===== src/verilog/breaker_status_pkg.sv =====
// Purpose: Shared constants and types for the breaker status register bank.
// Assumes: 16-bit register words, 250 MHz core clock.
// Notes: Time words use the 32.32 seconds/fraction format.
`default_nettype none
package breaker_status_pkg;

  // ----------------------------------------------------------------------
  // Register addresses
  // ----------------------------------------------------------------------
  localparam logic [15:0] MOTOR_OPERATOR_STATE_ADDR = 16'h5179;
  localparam logic [15:0] RESIDUAL_CURRENT_STATE_ADDR = 16'h517B;
  localparam logic [15:0] MOTOR_OPERATOR_COMMAND_ADDR = 16'h9C5E;
  localparam logic [15:0] SERVER_LINK_STATE_ADDR = 16'hF9E1;
  localparam logic [15:0] TIME_SEC_HI_ADDR = 16'hF000;
  localparam logic [15:0] TIME_SEC_LO_ADDR = 16'hF001;
  localparam logic [15:0] TIME_FRAC_HI_ADDR = 16'hF002;
  localparam logic [15:0] TIME_FRAC_LO_ADDR = 16'hF003;

  // ----------------------------------------------------------------------
  // Operator command codes
  // ----------------------------------------------------------------------
  localparam logic [15:0] CMD_SWITCH_ON = 16'h0815;
  localparam logic [15:0] CMD_SWITCH_OFF = 16'h0816;
  localparam logic [15:0] CMD_ACKNOWLEDGE = 16'h0817;

  // ----------------------------------------------------------------------
  // Timing and reset values
  // ----------------------------------------------------------------------
  localparam int unsigned CLK_HZ = 250000000;
  // Fraction step per clock in units of 2^-64 s, rounded up.
  localparam logic [63:0] FRAC_STEP =
    64'(((65'h1 << 64) + 65'(CLK_HZ) - 65'h1) / 65'(CLK_HZ));
  localparam logic [15:0] WORD_RESET = 16'h0000;
  localparam logic [31:0] SEC_RESET = 32'h0000_0000;
  localparam logic [63:0] FRAC_RESET = 64'h0000_0000_0000_0000;

  // ----------------------------------------------------------------------
  // Types
  // ----------------------------------------------------------------------
  typedef struct packed {
    logic alarm_level1;
    logic alarm_level2;
    logic internal_supply;
    logic external_supply;
    logic latch_unlatched;
    logic unit_fault;
    logic tripped;
    logic test_trip_button;
    logic test_trip_contact;
    logic test_trip_comm;
    logic spring_on_charged;
    logic spring_off_charged;
    logic [1:0] operation_mode;
    logic [1:0] reset_mode;
    logic operator_error;
    logic ack_done;
    logic config_set;
    logic config_valid;
    logic breaker_unreachable;
    logic breaker_connected;
    logic too_many_breakers;
  } breaker_inputs_t;

  typedef struct packed {
    logic switch_on;
    logic switch_off;
    logic acknowledge;
  } operator_pulses_t;

  typedef struct packed {
    logic [31:0] seconds;
    logic [31:0] fraction;
  } timestamp_t;

endpackage
`default_nettype wire


===== src/verilog/breaker_status_regs.sv =====
// Purpose: Register bank for breaker, operator and data-server status.
// Assumes: Master reads and writes one 16-bit word per strobe.
// Notes: Breaker inputs are asynchronous and pass two flip-flops.
//
// Behaviour
// - Residual bits 0,1 show alarm levels one, two.
// - Residual bits 2-5 supply, latch, fault; 6-8 zero.
// - Residual bits 9-12 trip and three test trips.
// - Codes 2069/2070/2071 switch on, off, acknowledge.
// - Operator bits 8,9 show on/off spring charge.
// - Operator bits 10-11 give operation mode.
// - Operator bits 12-13 give reset mode.
// - Bit 14 error; bit 15 acknowledge pending.
// - Operator bits 0-7 always read zero.
// - Link bits 0,1 configuration set and valid.
// - Link bits 2-4 unreachable, connected, too many.
// - First time word counts seconds since 1970.
// - Second time word counts 2^-32 second units.
`timescale 1ns/10ps
`default_nettype none

module breaker_status_regs (
  // Clock and reset
  input wire logic clock,
  input wire logic rst,
  // Register access
  input wire logic [15:0] reg_addr,
  input wire logic reg_write,
  input wire logic reg_read,
  input wire logic [15:0] reg_wdata,
  output logic [15:0] reg_rdata,
  output logic reg_rvalid,
  // Breaker status pins
  input wire breaker_status_pkg::breaker_inputs_t breaker_in,
  // Operator commands and time
  output breaker_status_pkg::operator_pulses_t operator_cmd,
  output breaker_status_pkg::timestamp_t time_now
);

  // ----------------------------------------------------------------------
  // State
  // ----------------------------------------------------------------------
  typedef struct packed {
    breaker_status_pkg::breaker_inputs_t meta;
    breaker_status_pkg::breaker_inputs_t sync;
    logic [15:0] rdata;
    logic rvalid;
    breaker_status_pkg::operator_pulses_t pulses;
    logic ack_pending;
    logic [15:0] sec_hi_stage;
    logic [31:0] seconds;
    logic [63:0] fraction;
  } state_t;

  state_t st_r;
  state_t st_nxt;
  logic [15:0] op_word;
  logic [15:0] rcu_word;
  logic [15:0] link_word;
  logic cmd_write;
  logic [64:0] frac_sum;

  // ----------------------------------------------------------------------
  // Register words
  // ----------------------------------------------------------------------
  always_comb begin
    op_word = {st_r.ack_pending, st_r.sync.operator_error, st_r.sync.reset_mode,
               st_r.sync.operation_mode,
               st_r.sync.spring_off_charged, st_r.sync.spring_on_charged,
               8'h00};
    rcu_word = {3'b000, st_r.sync.test_trip_comm, st_r.sync.test_trip_contact,
                st_r.sync.test_trip_button, st_r.sync.tripped, 3'b000,
                st_r.sync.unit_fault, st_r.sync.latch_unlatched,
                st_r.sync.external_supply, st_r.sync.internal_supply,
                st_r.sync.alarm_level2, st_r.sync.alarm_level1};
    link_word = {11'h000, st_r.sync.too_many_breakers, st_r.sync.breaker_connected,
                 st_r.sync.breaker_unreachable,
                 st_r.sync.config_valid, st_r.sync.config_set};
  end

  assign cmd_write = reg_write && (reg_addr == breaker_status_pkg::MOTOR_OPERATOR_COMMAND_ADDR);
  assign frac_sum = {1'b0, st_r.fraction} + {1'b0, breaker_status_pkg::FRAC_STEP};

  // ----------------------------------------------------------------------
  // Next state
  // ----------------------------------------------------------------------
  always_comb begin
    st_nxt = st_r;
    st_nxt.meta = breaker_in;
    st_nxt.sync = st_r.meta;
    st_nxt.rvalid = reg_read;
    st_nxt.pulses = '0;
    // Time advances every clock; the carry out of the fraction is one second.
    st_nxt.fraction = frac_sum[63:0];
    st_nxt.seconds = st_r.seconds + {31'h0, frac_sum[64]};
    if (reg_read) begin
      unique case (reg_addr)
        breaker_status_pkg::MOTOR_OPERATOR_STATE_ADDR: st_nxt.rdata = op_word;
        breaker_status_pkg::RESIDUAL_CURRENT_STATE_ADDR: st_nxt.rdata = rcu_word;
        breaker_status_pkg::SERVER_LINK_STATE_ADDR: st_nxt.rdata = link_word;
        breaker_status_pkg::TIME_SEC_HI_ADDR: st_nxt.rdata = st_r.seconds[31:16];
        breaker_status_pkg::TIME_SEC_LO_ADDR: st_nxt.rdata = st_r.seconds[15:0];
        breaker_status_pkg::TIME_FRAC_HI_ADDR: st_nxt.rdata = st_r.fraction[63:48];
        breaker_status_pkg::TIME_FRAC_LO_ADDR: st_nxt.rdata = st_r.fraction[47:32];
        default: st_nxt.rdata = breaker_status_pkg::WORD_RESET;
      endcase
    end
    // Seconds load as one unit on the low-word write so a read never sees half.
    if (reg_write && reg_addr == breaker_status_pkg::TIME_SEC_HI_ADDR) begin
      st_nxt.sec_hi_stage = reg_wdata;
    end
    if (reg_write && reg_addr == breaker_status_pkg::TIME_SEC_LO_ADDR) begin
      st_nxt.seconds = {st_r.sec_hi_stage, reg_wdata};
      st_nxt.fraction = breaker_status_pkg::FRAC_RESET;
    end
    if (st_r.sync.ack_done) begin
      st_nxt.ack_pending = 1'b0;
    end
    if (cmd_write) begin
      unique case (reg_wdata)
        breaker_status_pkg::CMD_SWITCH_ON: st_nxt.pulses.switch_on = 1'b1;
        breaker_status_pkg::CMD_SWITCH_OFF: st_nxt.pulses.switch_off = 1'b1;
        breaker_status_pkg::CMD_ACKNOWLEDGE: begin
          st_nxt.pulses.acknowledge = 1'b1;
          st_nxt.ack_pending = 1'b1;
        end
        default: st_nxt.pulses = '0;
      endcase
    end
  end

  always_ff @(posedge clock or posedge rst) begin
    if (rst) begin
      st_r <= '0;
    end else begin
      st_r <= st_nxt;
    end
  end

  assign reg_rdata = st_r.rdata;
  assign reg_rvalid = st_r.rvalid;
  assign operator_cmd = st_r.pulses;
  assign time_now = '{seconds: st_r.seconds, fraction: st_r.fraction[63:32]};
endmodule

`default_nettype wire


===== config.mk =====
export PLATFORM = sky130hd
export DESIGN_NAME = breaker_status_regs
export DESIGN_NICKNAME = d
export VERILOG_FILES = /design/src/verilog/breaker_status_pkg.sv /design/src/verilog/breaker_status_regs.sv
export SDC_FILE = /design/constraint.sdc
export NUM_CORES = 1
export LEC_CHECK = 0
export BUFFER_PORTS_ARGS = -buffer_cell sky130_fd_sc_hd__buf_2
export CAP_MARGIN = 40
export CELL_PAD_IN_SITES_DETAIL_PLACEMENT = 1
export CELL_PAD_IN_SITES_GLOBAL_PLACEMENT = 1
export CORE_UTILIZATION = 30
export CTS_CLUSTER_SIZE = 30
export DETAILED_ROUTE_END_ITERATION = 10
export PLACE_DENSITY = 0.67
export SETUP_SLACK_MARGIN = 0.5
export SYNTH_ARGS = -nofsm -noshare
export SYNTH_HDL_FRONTEND = slang
export SYNTH_SLANG_ARGS = --single-unit
export TNS_END_PERCENT = 50

===== constraint.sdc =====
create_clock -name clock -period 6.1 [get_ports clock]
set_clock_uncertainty 0.1 [all_clocks]
set_input_delay 0.915 -clock clock [delete_from_list [all_inputs] [get_ports clock]]
set_output_delay 0.915 -clock clock [all_outputs]
set_load 0.02 [all_outputs]

After elaboration in Yosys (flattened, before gate mapping)
Cells that the tools add are included.
Word-level totals
  flip-flop bits (word level): 179
  bits of input ports: 59
  output and inout port bits: 84
  logic and storage cells: 75
Operators by class
  $add $sub $neg: 2
  equal/unequal tests: 11
  muxes and demuxes: 8
  reductions and logical operators: 3
Operators by type and width (number)
  $pmux W16 S7: 1
  $eq A16 B16 Y1 const B: 6
  $mux W96: 1
  $add A64 B37 Y65 const B: 1
  $eq A16 B12 Y1 const B: 3
  $add A32 B1 Y32: 1
  $eq A16 B15 Y1 const B: 2
  $mux W1: 5
  $mux W4: 1
  $logic_and A1 B1 Y1: 3

Logic depth before layout (Yosys ltp)
Gate-level depths: netlist of run 1.
  word-level depth: 3
  gate-level depth with buffers: 18

Worst setup path before layout of run 1
No wires, ideal clock.
  path type: reg2reg
  start: register st_r[13] (netlist name)
  end: register st_r, in the netlist time_now[62]
  arrival: 3.600 ns
  data required time: 5.917 ns
  setup slack: 2.317 ns
  stages on the path, launching flop included: 18
  buffers on the path: 1
  clock period less this slack: 3.783 ns
  path through: dfrtp_1 -> clkbuf_1 -> nand2b_1 -> or4_4 -> o211a_4 -> nor3b_1 -> o21a_1 -> o21ai_0 -> nor3_1 -> ha_1 -> ha_1 -> nand3_1 -> nor3_1 -> nand3_1 -> nor2_1 -> nand4_1 -> xor2_1 -> o21ai_0
RTL lines
  start: declaration: RTL line breaker_status_regs.sv:55  | state_t st_r;
  start signal: assignment: RTL line breaker_status_regs.sv:136  | st_r <= st_nxt;

==> key figures, run 1 <==
Synthesis
  – Avg Inst Size Synth: 10.1 sq um
  – Ys Warns: 0
  – Ys flop type: dfrtp_1
  – Sequential share of the synthesized area: 0.481
  – Yosys reg bits: 179
  – Synth area leader: dfrtp_1
  – Multiplexer share of the synthesized area: 0.0581
  – Post-synthesis async set-or-reset flop share: 1.00
  – Post-Synthesis Net Count: 987
  – Post-Syn Area: 0.00930 sq mm
  – Largest family of logic cells by synthesized area: simple AND/OR/NAND/NOR gates
  – Share of the synthesized area in the top cell type: 0.481
  – EDFF count, synth: 0
  – Synth Instances: 925
  – Synth Area in Compound Gates: 0.103
  – Post-synth top cells: dfrtp_1 (179), nor2_1 (98), buf_4 (83), nand2_1 (83), o21ai_0 (47)
  – Count of cell types in the netlist: 71
  – Most frequent cell after synthesis: dfrtp_1
  – XOR/XNOR share of the synthesized area: 0.0725
  – Adder-cell share of the synthesized area: 0.00403
  – Post-Synth Simple-Gate Area: 0.186
  – Largest cells by area after synthesis: dfrtp_1 (48%), buf_4 (6.7%), nor2_1 (4.0%)

Die
  – Rows: 64
  – Die Span X: 178 um
  – Full die area: 0.0317 sq mm
  – I/O Pins: 143
  – DIE HEIGHT: 178 um
  – Core ar.: 0.0306 sq mm
  – Initial Utilization: 0.304

Finish
  – Area delta synth->final: 12.1%
  – Filler cell count: 3510
  – Nets@finish: 1035
  – Share of cells above drive strength 1: 0.242
  – Register area: 0.00448 sq mm
  – Post-route core utilization: 0.341
  – Antenna cell count: 0
  – Area of the multi-input gates: 0.00396 sq mm
  – Final non-filler cell total: 1382

Detailed routing
  – Routed wire per std cell: 20.3 um
  – First-pass iteration count of the detailed router: 5
  – Total wire length: 28100 um
  – Post-DRT Antenna Nets: 0
  – Vias per cell: 5.11
  – Drt initial violations: 524
  – Routed via count: 7063
  – # DRC: 0

Pwr
  – PwrDens: 352 mW/mm^2
  – Pleak: 0.00434 uW
  – NetSw: 1350 uW
  – Maximum vdd drop: 0.000204 V
  – Pint: 2320 uW
  – Switching fraction of total power: 0.367
  – Logic pwr share: 0.251
  – Power Total: 3670 uW
  – Sequential power share: 0.445
  – Clock Power Share: 0.303

Global routing
  – First-pass GRT wire length: 43400 um
  – Largest net degree at the start of global routing: 180
  – Vias in the first global route: 7267
  – Initial antenna violation count: 0
  – GRT Residual Overflow: 0
  – Global Route Usage Sum: 0.182

Worst setup path
  – Crit path launch type: register
  – CP Class: register to register
  – WP data required: 6350 ps
  – CP max FO: 7
  – CP bufs+invs: 0
  – CP peak stage delay: 480 ps
  – Worst Path Arrival: 4830 ps
  – Critical Path Sink Type: register
  – Slowest CP cell: or4_4
  – Top delay family on crit path: simple AND/OR/NAND/NOR gates
  – CP Cell Sequence: nand2b_1 -> or4_4 -> o211a_4 -> nor3b_1 -> o21a_1 -> o21ai_0 -> nor3_1 -> ha_1 -> ha_1 -> nand3_1 -> nor3_1 -> nand3_1 -> nor2_1 -> nand4_1 -> xor2_1 -> o21ai_0

Timing
  – Setup-failing EPs final: 0
  – Tmin final: 4580 ps
  – Fin. Hold Viols: 0
  – Min setup slack post-route: 1520 ps
  – Max frequency: 219 MHz
  – Setup TNS: 0 ps
  – Actual slew at the worst max-slew pin: 1100 ps
  – Rel. slew slack: 0.268
  – Slew Limit Fails: 0
  – RSZ-0062 raised after global routing: no
  – Tcrit/Tclk final: 0.750

Placement
  – DPL Wire Length: 20700 um
  – Placed cell count: 1350
  – GPL Wtd Cong: 0.840
  – Port-buffer cells: 142
  – Pre-CTS WS: 1610 ps

Job
  – Max cap viols: 0

CTS
  – Clk pin slew, worst setup/hold paths: 70 ps
  – Clock Latency Late Sink: 430 ps
  – Post-CTS sizing: 0
  – TritonCTS Buffers: 17
  – H-tree Lvls: 4
  – Hold_buf cts: 0
  – CTS tree: done
  – Clock root cell: clkbuf_16
  – Post-CTS repair timing setup buffer count: 0
  – Clock sinks: 179
  – CTS Buffer Depth: 2

Run status
  – Status: finished, final reports clean

Worst hold path
  – Tightest Hold Check Type: register to register
-- path summary, 6_finish.rpt --
path / start / end / slack [ps] / cells after the start
worst max-delay path: st_r[11] / time_now[62] / 1520 / 16
worst min-delay path: st_nxt[142] / op_word[10] / 250 / 0
worst max register to register: st_r[11] / time_now[62] / 1520 / 16
worst min register to register: st_nxt[142] / op_word[10] / 250 / 0
max in group asynchronous: rst / time_now[22] / 4390 / 3
min in group asynchronous: rst / time_now[5] / 600 / 3
-- power by group through the flow --
stage               clock [uW]  sequential, uW  combinational (uW)
CTS                       1140            1630                 933
floorplan                    0            1510                 792
detailed placement           0            1650                 924
global placement             0            1640                 901
global route              1190            1670                1030
finish                    1110            1630                 922
-- cell type report --
type,instances,share of cell area
clock buffers,20,0.0438
clock inverters,12,0.0133
inverters,27,0.0101
multi-input cells,597,0.379
flip-flops and latches,179,0.429
well taps,396,0.0475
repair buffers,151,0.0767
-- routing by layer --
layer  global-route usage  wire [um]  vias up
li1                     -          -     3257
met1                0.231      11800     3615
met2                0.308      14100      158
met3               0.0309       1280       33
met4               0.0666        821        0
met5                    0          0        -
-- sequential cells by signal, indices dropped and copies added (netlist names) --
signal        flops
operator_cmd      3
reg_rvalid        1
op_word           8
time_now         64
link_word         5
reg_rdata        16
rcu_word         10
st_r             49
st_nxt           23
-- kinds of logic (layout without fill, tap and decap cells) --
group,Yosys count,after routing
compound gates,139,139
xor+xnor,77,77
fa+ha+maj,3,3
buf+inv,149,210
flops,179,179
mux,32,32
simple gates,346,346
-- per-stage QoR --
stage	hold WS, ps	instance area (sq um)
finish	250	10400
detailed placement	236	9840
global route	256	10400
global placement	233	9800
CTS	248	10400
floorplan	231	9310
-- placed cells by master, fill, tap and decap left out, drive strengths merged, types with 29 or more instances in the layout --
cell     n
a21oi   29
buf    151
dfrtp  179
inv     33
nand2   85
nand3   35
nor2   100
o21ai   47
xnor2   42
xor2    35
No activity file was read; power rests on OpenSTA's default activity.
==> run 2, diff against run 1 <==
--- a/config.mk
+++ b/config.mk
@@ -12,7 +12,7 @@
 export CORE_UTILIZATION = 30
 export CTS_CLUSTER_SIZE = 30
 export DETAILED_ROUTE_END_ITERATION = 10
-export PLACE_DENSITY = 0.67
+export PLACE_DENSITY = 0.65
 export SETUP_SLACK_MARGIN = 0.5
 export SYNTH_ARGS = -nofsm -noshare
 export SYNTH_HDL_FRONTEND = slang
==> constraint.sdc (replaced) <==
create_clock -name clock -period 4.5 [get_ports clock]
set_clock_uncertainty 0.1 [all_clocks]
set_input_delay 0.675 -clock clock [delete_from_list [all_inputs] [get_ports clock]]
set_output_delay 0.675 -clock clock [all_outputs]
set_load 0.02 [all_outputs]
==> key figures, run 2 (synthesized netlist as in run 1, its figures left out) <==
Detailed routing
  – Total wire length: 28400 um (was 28100 um)
  – # DRC: 0 (unchanged)
  – Drt initial violations: 543 (was 524)
  – Post-DRT Antenna Nets: 0 (unchanged)
  – Vias per cell: 5.19 (was 5.11)
  – Routed wire per std cell: 20.5 um (was 20.3 um)
  – First-pass iteration count of the detailed router: 7 (was 5)
  – Routed via count: 7212 (was 7063)

Placement
  – Pre-CTS WS: 414 ps (was 1610 ps)
  – DPL Wire Length: 21100 um (was 20700 um)
  – Port-buffer cells: 142 (unchanged)
  – GPL Wtd Cong: 0.832 (was 0.840)

Pwr
  – Pleak: 0.00438 uW (was 0.00434 uW)
  – Maximum vdd drop: 0.000293 V (was 0.000204 V)
  – Clock Power Share: 0.300 (was 0.303)
  – NetSw: 1860 uW (was 1350 uW)
  – Switching fraction of total power: 0.375 (was 0.367)
  – Sequential power share: 0.447 (was 0.445)
  – Logic pwr share: 0.254 (was 0.251)
  – PwrDens: 471 mW/mm^2 (was 352 mW/mm^2)
  – Pint: 3100 uW (was 2320 uW)

Worst setup path
  – CP max FO: 6 (was 7)
  – Cell depth of the worst flop-to-flop path: 16 (unchanged)
  – Critical Path Sink Type: register (unchanged)
  – R2r endpoint: time_now[62] (unchanged)
  – CP startpoint: st_r[11] (unchanged)
  – Crit path launch type: register (unchanged)
  – CP Class: register to register (unchanged)
  – Worst Path Arrival: 3940 ps (was 4830 ps)
  – WP data required: 4680 ps (was 6350 ps)
  – Worst R2R Setup Slack: 740 ps (was 1520 ps)
  – FF-to-FF Start: st_r[11] (unchanged)

Timing
  – Setup-failing EPs final: 0 (unchanged)
  – Setup TNS: 0 ps (unchanged)
  – Tmin final: 3760 ps (was 4580 ps)
  – Tcrit/Tclk final: 0.836 (was 0.750)
  – Fin. Hold Viols: 0 (unchanged)
  – Max frequency: 266 MHz (was 219 MHz)
  – Actual slew at the worst max-slew pin: 845 ps (was 1100 ps)
  – Slew Limit Fails: 0 (unchanged)
  – Rel. slew slack: 0.437 (was 0.268)
  – Min setup slack post-route: 740 ps (was 1520 ps)
  – Hold slack: 126 ps (was 250 ps)
  – RSZ-0062 raised after global routing: no (unchanged)

CTS
  – Hold_buf cts: 0 (unchanged)
  – CTS Buffer Depth: 2 (unchanged)
  – TritonCTS Buffers: 17 (unchanged)
  – Clock root cell: clkbuf_16 (unchanged)
  – Clock Latency Late Sink: 440 ps (was 430 ps)
  – H-tree Lvls: 4 (unchanged)
  – CTS tree: done (unchanged)
  – Clock sinks: 179 (unchanged)
  – Clk pin slew, worst setup/hold paths: 80 ps (was 70 ps)

Finish
  – Largest register FFs: 64 (unchanged)
  – Nets@finish: 1043 (was 1035)
  – Share of cells above drive strength 1: 0.258 (was 0.242)
  – Area delta synth->final: 13.0% (was 12.1%)
  – Commonest non-fill, non-tap cells in the layout: dfrtp_1 (176), buf_2 (142), nor2_1 (96) (was dfrtp_1 (179), buf_2 (143), nor2_1 (98))
  – Commonest non-fill, non-tap cell in the layout: dfrtp_1 (unchanged)
  – Antenna cell count: 0 (unchanged)
  – Filler cell count: 3559 (was 3510)

Worst hold path
  – Tightest Hold Check Type: input pin to asynchronous set/reset pin (was register to register)

Die
  – Initial Utilization: 0.304 (unchanged)
  – Rows: 64 (unchanged)
  – I/O Pins: 143 (unchanged)
  – Core ar.: 0.0306 sq mm (unchanged)
  – Die Span X: 178 um (unchanged)
  – Full die area: 0.0317 sq mm (unchanged)
  – DIE HEIGHT: 178 um (unchanged)

Global routing
  – First-pass GRT wire length: 44200 um (was 43400 um)
  – Vias in the first global route: 7420 (was 7267)
  – Largest net degree at the start of global routing: 94 (was 180)
  – Initial antenna violation count: 0 (unchanged)
  – GRT Residual Overflow: 0 (unchanged)
  – Global Route Usage Sum: 0.185 (was 0.182)

Run status
  – Status: finished, final reports clean (unchanged)

Job
  – Max cap viols: 0 (unchanged)
==> run 2: cell count changes in the layout (fill, tap and decap cells not counted), moves of 3 or more <==
| cell | change |
|---|---|
| buf_4 | +7 |
| inv_8 | +4 |
| dfrtp_1 | -3 |
| dfrtp_2 | +3 |
==> run 2: worst max path at each step <==
| stage | to | cells past startpoint | slack, ps |
|---|---|---|---|
| 2_1_floorplan | time_now[62] | 17 | 720 |
| 3_3_place_gp | time_now[62] | 16 | 600 |
| 3_5_place_dp | time_now[62] | 16 | 410 |
| 4_1_cts | time_now[62] | 16 | 520 |
| 5_1_grt | time_now[62] | 16 | 480 |
| 6_report | time_now[62] | 16 | 740 |
==> run 2: area by class of cell <==
class,instances,area (sq um),area share
Clock buffer,18,439,0.0418
Clock inverter,14,135,0.0128
Inverter,27,105,0.00999
Multi-Input combinational cell,597,3980,0.378
Sequential cell,179,4480,0.426
Tap cell,396,495,0.0471
Timing Repair Buffer,159,880,0.0836
==> run 2: per-stage QoR <==
step | area [sq um] | power (uW) | instances | utilization
finish | 10500 | 4950 | 1390 | 0.344
detailed placement | 9890 | 3500 | 1355 | 0.323
global route | 10500 | 5260 | 1390 | 0.344
CTS | 10500 | 5000 | 1387 | 0.342
floorplan | 9310 | 3120 | 925 | -
global placement | 9840 | 3460 | 1351 | 0.322
==> run 2: routing by layer <==
layer / wire (um) / GRT usage / share of wire
met1: 12000 / 0.234 / 0.42
met2: 14200 / 0.315 / 0.50
met3: 1380 / 0.0332 / 0.049
met4: 837 / 0.0648 / 0.029
met5: 0 / 0 / 0
==> run 2: critical path: stages, from the launching register on <==
cell	delay, ps
dfrtp_1	430
nand2b_1	180
or4_4	480
o211a_4	280
nor3b_4	260
o21a_1	180
o21ai_0	90
nor3_1	230
ha_1	210
ha_2	210
nand3_1	90
nor3_2	170
nand3_1	140
nor2_2	170
nand4_1	120
xor2_1	160
o21ai_0	100
==> run 2: power by group through the flow <==
stage / combinational [uW] / sequential (uW) / clock, uW
final: 1260 / 2210 / 1480
after global routing: 1420 / 2260 / 1580
after CTS: 1270 / 2210 / 1520
after detailed placement: 1270 / 2240 / 0
after global placement: 1240 / 2220 / 0
after floorplan: 1070 / 2040 / 0
==> run 2: timing repair <==
item / in CTS / in global routing
setup endpoints to repair: 9 / 18
pin swaps: 0 / 1
buffers inserted: 0 / 3
resized for setup: 4 / 6
